===== config.mk =====
export PLATFORM = sky130hd
export DESIGN_NAME = tbtc_timer_pair
export DESIGN_NICKNAME = d
export VERILOG_FILES = /design/src/shared/tbtc_pkg.sv /design/src/hdl/tbtc_prescale.sv /design/src/hdl/tbtc_timer_pair.sv
export SDC_FILE = /design/constraint.sdc
export NUM_CORES = 1
export LEC_CHECK = 0
export BUFFER_PORTS_ARGS = -buffer_cell sky130_fd_sc_hd__clkbuf_2
export CAP_MARGIN = 10
export CORE_MARGIN = 5
export CORE_UTILIZATION = 35
export CTS_CLUSTER_DIAMETER = 150
export DETAILED_ROUTE_END_ITERATION = 8
export PLACE_DENSITY = 0.49
export SLEW_MARGIN = 10
export SYNTH_ARGS = -nofsm -noshare
export SYNTH_HDL_FRONTEND = slang
export SYNTH_HIERARCHICAL = 1
export SYNTH_SLANG_ARGS = --single-unit
export TNS_END_PERCENT = 50

===== constraint.sdc =====
create_clock -name pclk -period 4 [get_ports pclk]
set_input_delay 0.2 -clock pclk [delete_from_list [all_inputs] [get_ports pclk]]
set_output_delay 0.2 -clock pclk [all_outputs]
set_load 0.03 [all_outputs]

===== src/shared/tbtc_pkg.sv =====
`default_nettype none
package tbtc_pkg;

  ////////////////////////////////////////////////////////////////////////////
  // bus geometry and register byte offsets
  localparam int         TBTC_ADDR_W          = 8;
  localparam logic [7:0] TBTC_OFF_CTRL_EVEN   = 8'h00;
  localparam logic [7:0] TBTC_OFF_COUNT_EVEN  = 8'h04;
  localparam logic [7:0] TBTC_OFF_PERIOD_EVEN = 8'h08;
  localparam logic [7:0] TBTC_OFF_CTRL_ODD    = 8'h10;
  localparam logic [7:0] TBTC_OFF_COUNT_ODD   = 8'h14;
  localparam logic [7:0] TBTC_OFF_PERIOD_ODD  = 8'h18;

  ////////////////////////////////////////////////////////////////////////////
  // timer_control field positions
  localparam int TBTC_BIT_ON     = 15;
  localparam int TBTC_BIT_STOP_IN_IDLE   = 13;
  localparam int TBTC_BIT_GATE   = 7;
  localparam int TBTC_BIT_PS_LSB = 4;
  localparam int TBTC_BIT_WIDE   = 3;
  localparam int TBTC_BIT_TCS    = 1;

  ////////////////////////////////////////////////////////////////////////////
  // reset values
  localparam logic [31:0] TBTC_CTRL_RESET   = 32'h00000000;
  localparam logic [15:0] TBTC_COUNT_RESET  = 16'h0000;
  localparam logic [15:0] TBTC_PERIOD_RESET = 16'hFFFF;

  ////////////////////////////////////////////////////////////////////////////
  // control fields of one timer
  typedef struct packed {
    logic       on;
    logic       stop_in_idle;
    logic       gate_accumulate_enable;
    logic [2:0] input_prescale_select;
    logic       pair_wide_mode;
    logic       clock_source_select;
  } tbtc_ctrl_s;

  // bus word to control fields; pairing bit kept only for the even timer
  function automatic tbtc_ctrl_s tbtc_unpack(input logic [31:0] w, input logic even);
    tbtc_ctrl_s c;
    c.on                     = w[TBTC_BIT_ON];
    c.stop_in_idle           = w[TBTC_BIT_STOP_IN_IDLE];
    c.gate_accumulate_enable = w[TBTC_BIT_GATE];
    c.input_prescale_select  = w[TBTC_BIT_PS_LSB +: 3];
    c.pair_wide_mode         = w[TBTC_BIT_WIDE] & even;
    c.clock_source_select    = w[TBTC_BIT_TCS];
    return c;
  endfunction

  // control fields to bus word; gate bit reads zero under the external clock
  function automatic logic [31:0] tbtc_pack(input tbtc_ctrl_s c);
    logic [31:0] w;
    w                      = 32'h00000000;
    w[TBTC_BIT_ON]         = c.on;
    w[TBTC_BIT_STOP_IN_IDLE]       = c.stop_in_idle;
    w[TBTC_BIT_GATE]       = c.gate_accumulate_enable & ~c.clock_source_select;
    w[TBTC_BIT_PS_LSB +: 3] = c.input_prescale_select;
    w[TBTC_BIT_WIDE]       = c.pair_wide_mode;
    w[TBTC_BIT_TCS]        = c.clock_source_select;
    return w;
  endfunction

  // last prescaler count for each ratio code (ratio minus one)
  function automatic logic [7:0] tbtc_prescale_last(input logic [2:0] sel);
    case (sel)
      3'h0:    return 8'h00;
      3'h1:    return 8'h01;
      3'h2:    return 8'h03;
      3'h3:    return 8'h07;
      3'h4:    return 8'h0F;
      3'h5:    return 8'h1F;
      3'h6:    return 8'h3F;
      default: return 8'hFF;
    endcase
  endfunction

endpackage
`default_nettype wire


===== src/hdl/tbtc_prescale.sv =====
`timescale 1ns/1ps
`default_nettype none
module tbtc_prescale (
  input  wire logic       pclk,
  input  wire logic       presetn,
  input  wire logic       clear,
  input  wire logic       tick_in,
  input  wire logic [2:0] sel,
  output var  logic       tick_out
);
  import tbtc_pkg::*;

  logic [7:0] cnt;
  logic [7:0] next_cnt;
  logic       next_tick;

  ////////////////////////////////////////////////////////////////////////////
  // divide input ticks by the selected ratio
  always_comb
  begin
    next_cnt  = cnt;
    next_tick = 1'b0;
    if (clear)
    begin
      next_cnt = 8'h00;
    end
    else if (tick_in)
    begin
      if (cnt >= tbtc_prescale_last(sel))
      begin
        next_cnt  = 8'h00;
        next_tick = 1'b1;
      end
      else
      begin
        next_cnt = cnt + 8'h01;
      end
    end
  end

  always_ff @(posedge pclk or negedge presetn)
  begin
    if (!presetn)
    begin
      cnt      <= 8'h00;
      tick_out <= 1'b0;
    end
    else
    begin
      cnt      <= next_cnt;
      tick_out <= next_tick;
    end
  end
endmodule
`default_nettype wire


===== src/hdl/tbtc_timer_pair.sv =====
// Functional notes
// on bit 15 enables the timer module
// stop-in-idle bit 13 halts timer in Idle
// external clock: gate bit ignored, reads zero
// internal clock: gate bit counts only gate-high
// prescale bits 6:4 divide 1..256
// pairing bit exists only in even timer
// paired: odd timer settings have no effect
// software clears odd stop-in-idle for paired Idle
// software avoids access right after clearing on
// timer clocked from the peripheral bus clock
// Idle halts only peripherals with stop-in-idle set
// clock select: one external pin, zero bus clock
//
// Chosen here: the register addresses and the APB register port.
`timescale 1ns/1ps
`default_nettype none
module tbtc_timer_pair (
  input  wire logic                          pclk,
  input  wire logic                          presetn,
  input  wire logic                          psel,
  input  wire logic                          penable,
  input  wire logic                          pwrite,
  input  wire logic [tbtc_pkg::TBTC_ADDR_W-1:0] paddr,
  input  wire logic [31:0]                   pwdata,
  output var  logic [31:0]                   prdata,
  output var  logic                          pready,
  output var  logic                          pslverr,
  input  wire logic                          idle_mode,
  input  wire logic                          ext_clk_even,
  input  wire logic                          ext_clk_odd,
  input  wire logic                          gate_even,
  input  wire logic                          gate_odd,
  output var  logic                          match_even,
  output var  logic                          match_odd
);
  import tbtc_pkg::*;

  tbtc_ctrl_s  ctrl_e;
  tbtc_ctrl_s  ctrl_o;
  tbtc_ctrl_s  next_ctrl_e;
  tbtc_ctrl_s  next_ctrl_o;
  logic [15:0] per_e;
  logic [15:0] per_o;
  logic [15:0] next_per_e;
  logic [15:0] next_per_o;
  logic [15:0] cnt_e;
  logic [15:0] cnt_o;
  logic [15:0] next_cnt_e;
  logic [15:0] next_cnt_o;
  logic        next_match_e;
  logic        next_match_o;
  logic [3:0]  sync1;
  logic [3:0]  sync2;
  logic [3:0]  sync_prev;
  logic [31:0] next_prdata;
  logic        next_pready;
  logic        next_pslverr;
  logic        setup;
  logic        wr_en;
  logic        mapped;
  logic        wr_ctrl_e;
  logic        wr_ctrl_o;
  logic        wr_cnt_e;
  logic        wr_cnt_o;
  logic        wide;
  logic        run_e;
  logic        run_o;
  logic        src_e;
  logic        src_o;
  logic        pre_in_e;
  logic        pre_in_o;
  logic        tick_e;
  logic        tick_o;
  logic        inc_e;
  logic        inc_o;
  logic [31:0] cnt32;
  logic [31:0] per32;
  logic [31:0] sum32;

  ////////////////////////////////////////////////////////////////////////////
  // pin synchronisers: {gate_odd, gate_even, ext_clk_odd, ext_clk_even}
  always_ff @(posedge pclk or negedge presetn)
  begin
    if (!presetn)
    begin
      sync1     <= 4'h0;
      sync2     <= 4'h0;
      sync_prev <= 4'h0;
    end
    else
    begin
      sync1     <= {gate_odd, gate_even, ext_clk_odd, ext_clk_even};
      sync2     <= sync1;
      sync_prev <= sync2;
    end
  end

  ////////////////////////////////////////////////////////////////////////////
  // apb decode
  assign setup  = psel && !penable;
  assign wr_en  = psel && penable && pready && pwrite && !pslverr;
  assign mapped = (paddr == TBTC_OFF_CTRL_EVEN) || (paddr == TBTC_OFF_COUNT_EVEN) ||
                  (paddr == TBTC_OFF_PERIOD_EVEN) || (paddr == TBTC_OFF_CTRL_ODD) ||
                  (paddr == TBTC_OFF_COUNT_ODD) || (paddr == TBTC_OFF_PERIOD_ODD);
  assign wr_ctrl_e = wr_en && (paddr == TBTC_OFF_CTRL_EVEN);
  assign wr_ctrl_o = wr_en && (paddr == TBTC_OFF_CTRL_ODD);
  assign wr_cnt_e  = wr_en && (paddr == TBTC_OFF_COUNT_EVEN);
  assign wr_cnt_o  = wr_en && (paddr == TBTC_OFF_COUNT_ODD);

  // answer in the first access cycle; read data latched at setup
  always_comb
  begin
    next_pready  = setup;
    next_pslverr = setup && !mapped;
    next_prdata  = prdata;
    if (setup && !pwrite)
    begin
      case (paddr)
        TBTC_OFF_CTRL_EVEN:   next_prdata = tbtc_pack(ctrl_e);
        TBTC_OFF_COUNT_EVEN:  next_prdata = {16'h0000, cnt_e};
        TBTC_OFF_PERIOD_EVEN: next_prdata = {16'h0000, per_e};
        TBTC_OFF_CTRL_ODD:    next_prdata = tbtc_pack(ctrl_o);
        TBTC_OFF_COUNT_ODD:   next_prdata = {16'h0000, cnt_o};
        TBTC_OFF_PERIOD_ODD:  next_prdata = {16'h0000, per_o};
        default:              next_prdata = 32'h00000000;
      endcase
    end
  end

  always_ff @(posedge pclk or negedge presetn)
  begin
    if (!presetn)
    begin
      prdata  <= 32'h00000000;
      pready  <= 1'b0;
      pslverr <= 1'b0;
    end
    else
    begin
      prdata  <= next_prdata;
      pready  <= next_pready;
      pslverr <= next_pslverr;
    end
  end

  ////////////////////////////////////////////////////////////////////////////
  // control and period registers
  always_comb
  begin
    next_ctrl_e = ctrl_e;
    next_ctrl_o = ctrl_o;
    next_per_e  = per_e;
    next_per_o  = per_o;
    if (wr_ctrl_e)
    begin
      next_ctrl_e = tbtc_unpack(pwdata, 1'b1);
    end
    if (wr_ctrl_o)
    begin
      next_ctrl_o = tbtc_unpack(pwdata, 1'b0);
    end
    if (wr_en && (paddr == TBTC_OFF_PERIOD_EVEN))
    begin
      next_per_e = pwdata[15:0];
    end
    if (wr_en && (paddr == TBTC_OFF_PERIOD_ODD))
    begin
      next_per_o = pwdata[15:0];
    end
  end

  always_ff @(posedge pclk or negedge presetn)
  begin
    if (!presetn)
    begin
      ctrl_e <= tbtc_unpack(TBTC_CTRL_RESET, 1'b1);
      ctrl_o <= tbtc_unpack(TBTC_CTRL_RESET, 1'b0);
      per_e  <= TBTC_PERIOD_RESET;
      per_o  <= TBTC_PERIOD_RESET;
    end
    else
    begin
      ctrl_e <= next_ctrl_e;
      ctrl_o <= next_ctrl_o;
      per_e  <= next_per_e;
      per_o  <= next_per_o;
    end
  end

  ////////////////////////////////////////////////////////////////////////////
  // run qualification and tick sources
  assign wide  = ctrl_e.pair_wide_mode;
  assign run_e = ctrl_e.on && !(idle_mode && ctrl_e.stop_in_idle) &&
                 !(wide && idle_mode && ctrl_o.stop_in_idle);
  assign run_o = !wide && ctrl_o.on && !(idle_mode && ctrl_o.stop_in_idle);
  // external pin rising edge, or bus clock with optional gate
  assign src_e = ctrl_e.clock_source_select ? (sync2[0] && !sync_prev[0]) :
                 (!ctrl_e.gate_accumulate_enable || sync2[2]);
  assign src_o = ctrl_o.clock_source_select ? (sync2[1] && !sync_prev[1]) :
                 (!ctrl_o.gate_accumulate_enable || sync2[3]);
  assign pre_in_e = run_e && src_e;
  assign pre_in_o = run_o && src_o;

  // prescalers run on the peripheral bus clock
  tbtc_prescale u_pre_even (
    .pclk     (pclk),
    .presetn  (presetn),
    .clear    (!ctrl_e.on || wr_ctrl_e),
    .tick_in  (pre_in_e),
    .sel      (ctrl_e.input_prescale_select),
    .tick_out (tick_e)
  );

  tbtc_prescale u_pre_odd (
    .pclk     (pclk),
    .presetn  (presetn),
    .clear    (wide || !ctrl_o.on || wr_ctrl_o),
    .tick_in  (pre_in_o),
    .sel      (ctrl_o.input_prescale_select),
    .tick_out (tick_o)
  );

  ////////////////////////////////////////////////////////////////////////////
  // counters; a pending tick is dropped once the timer stops
  assign inc_e = tick_e && run_e;
  assign inc_o = tick_o && run_o;
  assign cnt32 = {cnt_o, cnt_e};
  assign per32 = {per_o, per_e};
  assign sum32 = cnt32 + 32'h00000001;

  always_comb
  begin
    next_cnt_e   = cnt_e;
    next_cnt_o   = cnt_o;
    next_match_e = 1'b0;
    next_match_o = 1'b0;
    if (wide)
    begin
      if (inc_e)
      begin
        if (cnt32 == per32)
        begin
          next_cnt_e   = TBTC_COUNT_RESET;
          next_cnt_o   = TBTC_COUNT_RESET;
          next_match_o = 1'b1;
        end
        else
        begin
          next_cnt_e = sum32[15:0];
          next_cnt_o = sum32[31:16];
        end
      end
    end
    else
    begin
      if (inc_e)
      begin
        next_match_e = (cnt_e == per_e);
        next_cnt_e   = next_match_e ? TBTC_COUNT_RESET : cnt_e + 16'h0001;
      end
      if (inc_o)
      begin
        next_match_o = (cnt_o == per_o);
        next_cnt_o   = next_match_o ? TBTC_COUNT_RESET : cnt_o + 16'h0001;
      end
    end
    if (wr_cnt_e)
    begin
      next_cnt_e = pwdata[15:0];
    end
    if (wr_cnt_o)
    begin
      next_cnt_o = pwdata[15:0];
    end
  end

  // all timer state on pclk
  always_ff @(posedge pclk or negedge presetn)
  begin
    if (!presetn)
    begin
      cnt_e      <= TBTC_COUNT_RESET;
      cnt_o      <= TBTC_COUNT_RESET;
      match_even <= 1'b0;
      match_odd  <= 1'b0;
    end
    else
    begin
      cnt_e      <= next_cnt_e;
      cnt_o      <= next_cnt_o;
      match_even <= next_match_e;
      match_odd  <= next_match_o;
    end
  end
endmodule
`default_nettype wire


==> flow_metrics.env <==
export IMPL_vias_per_cell=5.693
export IMPL_timing_hold_worst_class="in2reg"
export IMPL_max_fo_critical_path=17
export IMPL_crit_buf_inv=0
export IMPL_dp_slack_ps=1152
export IMPL_timing_critical_path_arrival_ps=3030
export IMPL_num_antenna_cells=0
export IMPL_largest_net_degree_at_the_start_of_global_routing=82
export IMPL_number_of_antenna_violations_at_the_first_check_in_global_routing=0
export IMPL_worst_r2r_setup_slack_ps=1280
export IMPL_dieArea_um2=24930
export IMPL_cp_slowest_cell="or4_1"
export IMPL_globalRouteOverflowTotal=0
export IMPL_areaGrowthSynthToFinish_pct=15.15
export IMPL_worst_hold_slack_ps=64.75
export IMPL_detailedRoute_firstPassIterationCount=5
export IMPL_clock_root_buffer="clkbuf_16"
export IMPL_outcome="complete, no violations"
export IMPL_worstPathCellList="nand4_1, or4_1, nand2_2, o22ai_1, nand2_1, o311ai_1"
export IMPL_cts_num_sinks=127
export IMPL_power_per_cell_area_nw_per_um2=357.7
export IMPL_layout_commonest_cell="dfrtp_1"
export IMPL_timing_final_crit_share=0.6799
export IMPL_worstReg2RegEnd="cnt_o[4]"
export IMPL_die_x_um=157.9
export IMPL_unrepaired_setup_endpoints_after_global_routing="no"
export IMPL_tritoncts_clock_tree="yes"
export IMPL_crit_path_start_kind="flop"
export IMPL_max_slew_margin=0.3033
export IMPL_boundaryPins=86
export IMPL_first_global_vias=6268
export IMPL_hold_path_startpoint="psel"
export IMPL_row_count=54
export IMPL_final_net_count=924
export IMPL_layout_cells_most_common_list="dfrtp_1, nand2_1, clkbuf_2, nor2_1, nand3_1"
export IMPL_detailedRoute_firstIterationViolations=549
export IMPL_ys_async_sr_fraction=1.000
export IMPL_finalSetupViolations=0
export IMPL_route_detailed_drc=0
export IMPL_detailed_place_area_um2=8182
export IMPL_end_point_of_the_worst_hold_path="pready"
export IMPL_cp_data_required_time_ps=4310
export IMPL_cts_buffers=17
export IMPL_criticalPathCategory="reg2reg"
export IMPL_number_of_enable_type_register_cells_in_the_synthesized_netlist=0
export IMPL_synth_distinct_cells=70
export IMPL_grt_first_pass_wirelength_um=36910
export IMPL_leakage_power_nw=3.588
export IMPL_fin_crit_ps=2719
export IMPL_yosys_area_top_type="dfrtp_1"
export IMPL_worst_slew_pin_slew_ps=1045
export IMPL_routed_wire_length_um=23750
export IMPL_place_detailed_hpwl_um=16840
export IMPL_yosys_top_cells_area="dfrtp_1, dfstp_2, mux2_2, xnor2_1, ha_1"
export IMPL_post_synth_top_area_fraction=0.3106
export IMPL_critPathTopFamily="simple AND/OR/NAND/NOR gates"
export IMPL_clk_pin_slew_worst_paths_ps=60
export IMPL_ys_seq_area_frac=0.4204
export IMPL_postSynthCellCount=807
export IMPL_ys_ff_latch=127
export IMPL_avgRoutedWirePerCell_um=20.71
export IMPL_finalClockSkew_ps=8.875
export IMPL_drive_above_1_share=0.2318
export IMPL_achievable_frequency_ghz=0.3677
export IMPL_overall_die_height_um=157.9
export IMPL_synthFlopType="dfrtp_1"
export IMPL_rd_place_congestion=0.8537
export IMPL_drt_antenna_violating_nets=0
export IMPL_regToRegStartpoint="pready"
export IMPL_tns_ps=0
export IMPL_htree_levels=4
export IMPL_worst_stage_delay_on_the_critical_path_ps=680
export IMPL_cap_violations=0
export IMPL_initial_core_util=0.3529
export IMPL_finalMaxSlewViolations=0
export IMPL_worstRegToRegCells=6
export IMPL_port_buffer_count=53
export IMPL_setup_slack_ps=1281
export IMPL_cts_max_path_buffers=2
export IMPL_final_design_area_no_fill_um2=8815
export IMPL_cp_end_kind="flop"
export IMPL_ir_drop_mv=0.2304
export IMPL_design_core_area_um2=21690
export IMPL_grt_util_all_layers=0.1937
export IMPL_clkLatencyLatePin_ps=420
export IMPL_finalHoldViolations=0
export IMPL_via_count=6530
export IMPL_syn_area_per_cell_um2=9.486
export IMPL_synth_area_um2=7655
export IMPL_cts_resized_gates=0
export IMPL_min_delay_path_depth=3
export IMPL_synthesis_yosys_warnings=6
==> stage by stage <==
step / utilization / power, mW / instances
floorplan: - / 1.495 / 822
global placement: 0.3772 / 1.622 / 1110
detailed placement: 0.3772 / 1.620 / 1110
CTS: 0.4064 / 3.190 / 1147
global route: 0.4064 / 3.266 / 1147
finish: 0.4064 / 3.153 / 1147
==> metal layers <==
metal  vias up  wire length [um]  share of wire  global-route usage
li1       3083                 -              -                   -
met1      3187             11600           0.49              0.2894
met2       220             10120           0.43              0.2791
met3        40              1451          0.061             0.03991
met4         0               579          0.024             0.06268
met5         -                 0              0                   0
==> layout make-up <==
type,count,area [um^2]
clock buffer,26,499.2
clock inverter,6,83.83
fill,2166,12870
inverter,19,71.32
multi-input combinational,612,4128
sequential,127,3218
tap,280,350.3
timing repair buffer,77,464.2
==> repair_timing <==
item                                   CTS  global route
hold buffers                             5             0
endpoints found under the hold margin   66             0
setup buffers                            0             0
setup endpoints to repair                0             0
==> logic make-up after synthesis <==
| logic type | synth area share |
|---|---|
| AOI/OAI and AO/OA | 0.1983 |
| adders and majority gates | 0.03269 |
| and+or+nand+nor | 0.1865 |
| other | 0.0004899 |
| muxes | 0.06767 |
| buffers and inverters | 0.04936 |
| DFF | 0.4204 |
| xor gates and xnor gates | 0.04462 |
==> tightest hold or removal path, cell delays in order <==
cell      delay, ps
clkbuf_2         90
nand2b_1         80
inv_1            80
==> report_power, final <==
group / switching, mW / internal (mW)
sequential: 0.0256 / 1.31
clock: 0.568 / 0.982
combinational: 0.192 / 0.0729
total: 0.786 / 2.37
==> worst max-delay path by stage <==
stage,startpoint,to,slack (ps),cells past startpoint
final,pready,cnt_o[4],1280,6
after detailed placement,paddr[5],cnt_o[4],1150,7
after global placement,paddr[5],cnt_o[12],1140,7
after global routing,pready,cnt_o[4],1110,6
after floorplan,paddr[5],u_pre_even/cnt[7],1540,10
after CTS,pready,cnt_o[4],1280,6
==> state kept, by name (all words and copies together), names as in the netlist <==
signal	count
u_pre_odd/tick_out	1
match_even	1
pslverr	1
sync1	4
wide	1
prdata	16
sync2	4
match_odd	1
per_e	16
per_o	16
u_pre_even/tick_out	1
u_pre_even/cnt	8
u_pre_odd/cnt	8
cnt_o	16
cnt_e	16
ctrl_e	7
ctrl_o	7
sync_prev	2
pready	1
==> synth_stat cells (5+ instances only) <==
master,instances
dfrtp_1,95
nand2_1,62
nand3_1,50
nor2_1,50
mux2_2,46
clkbuf_1,42
a21oi_1,39
o21ai_0,34
xnor2_1,34
dfstp_2,32
a22oi_1,26
ha_1,20
nand4_1,20
inv_1,19
nor3_1,17
buf_4,16
and3_1,12
a31oi_1,11
nor4_1,11
nand2b_1,10
a221oi_1,9
o211ai_1,9
a22o_1,8
a41oi_1,8
nor3b_1,8
or3_1,8
a32oi_1,7
nor2b_1,7
and2_1,6
o21ai_1,6
a31o_2,5
buf_2,5
xor2_1,5
(Power assumes the default switching activity.)
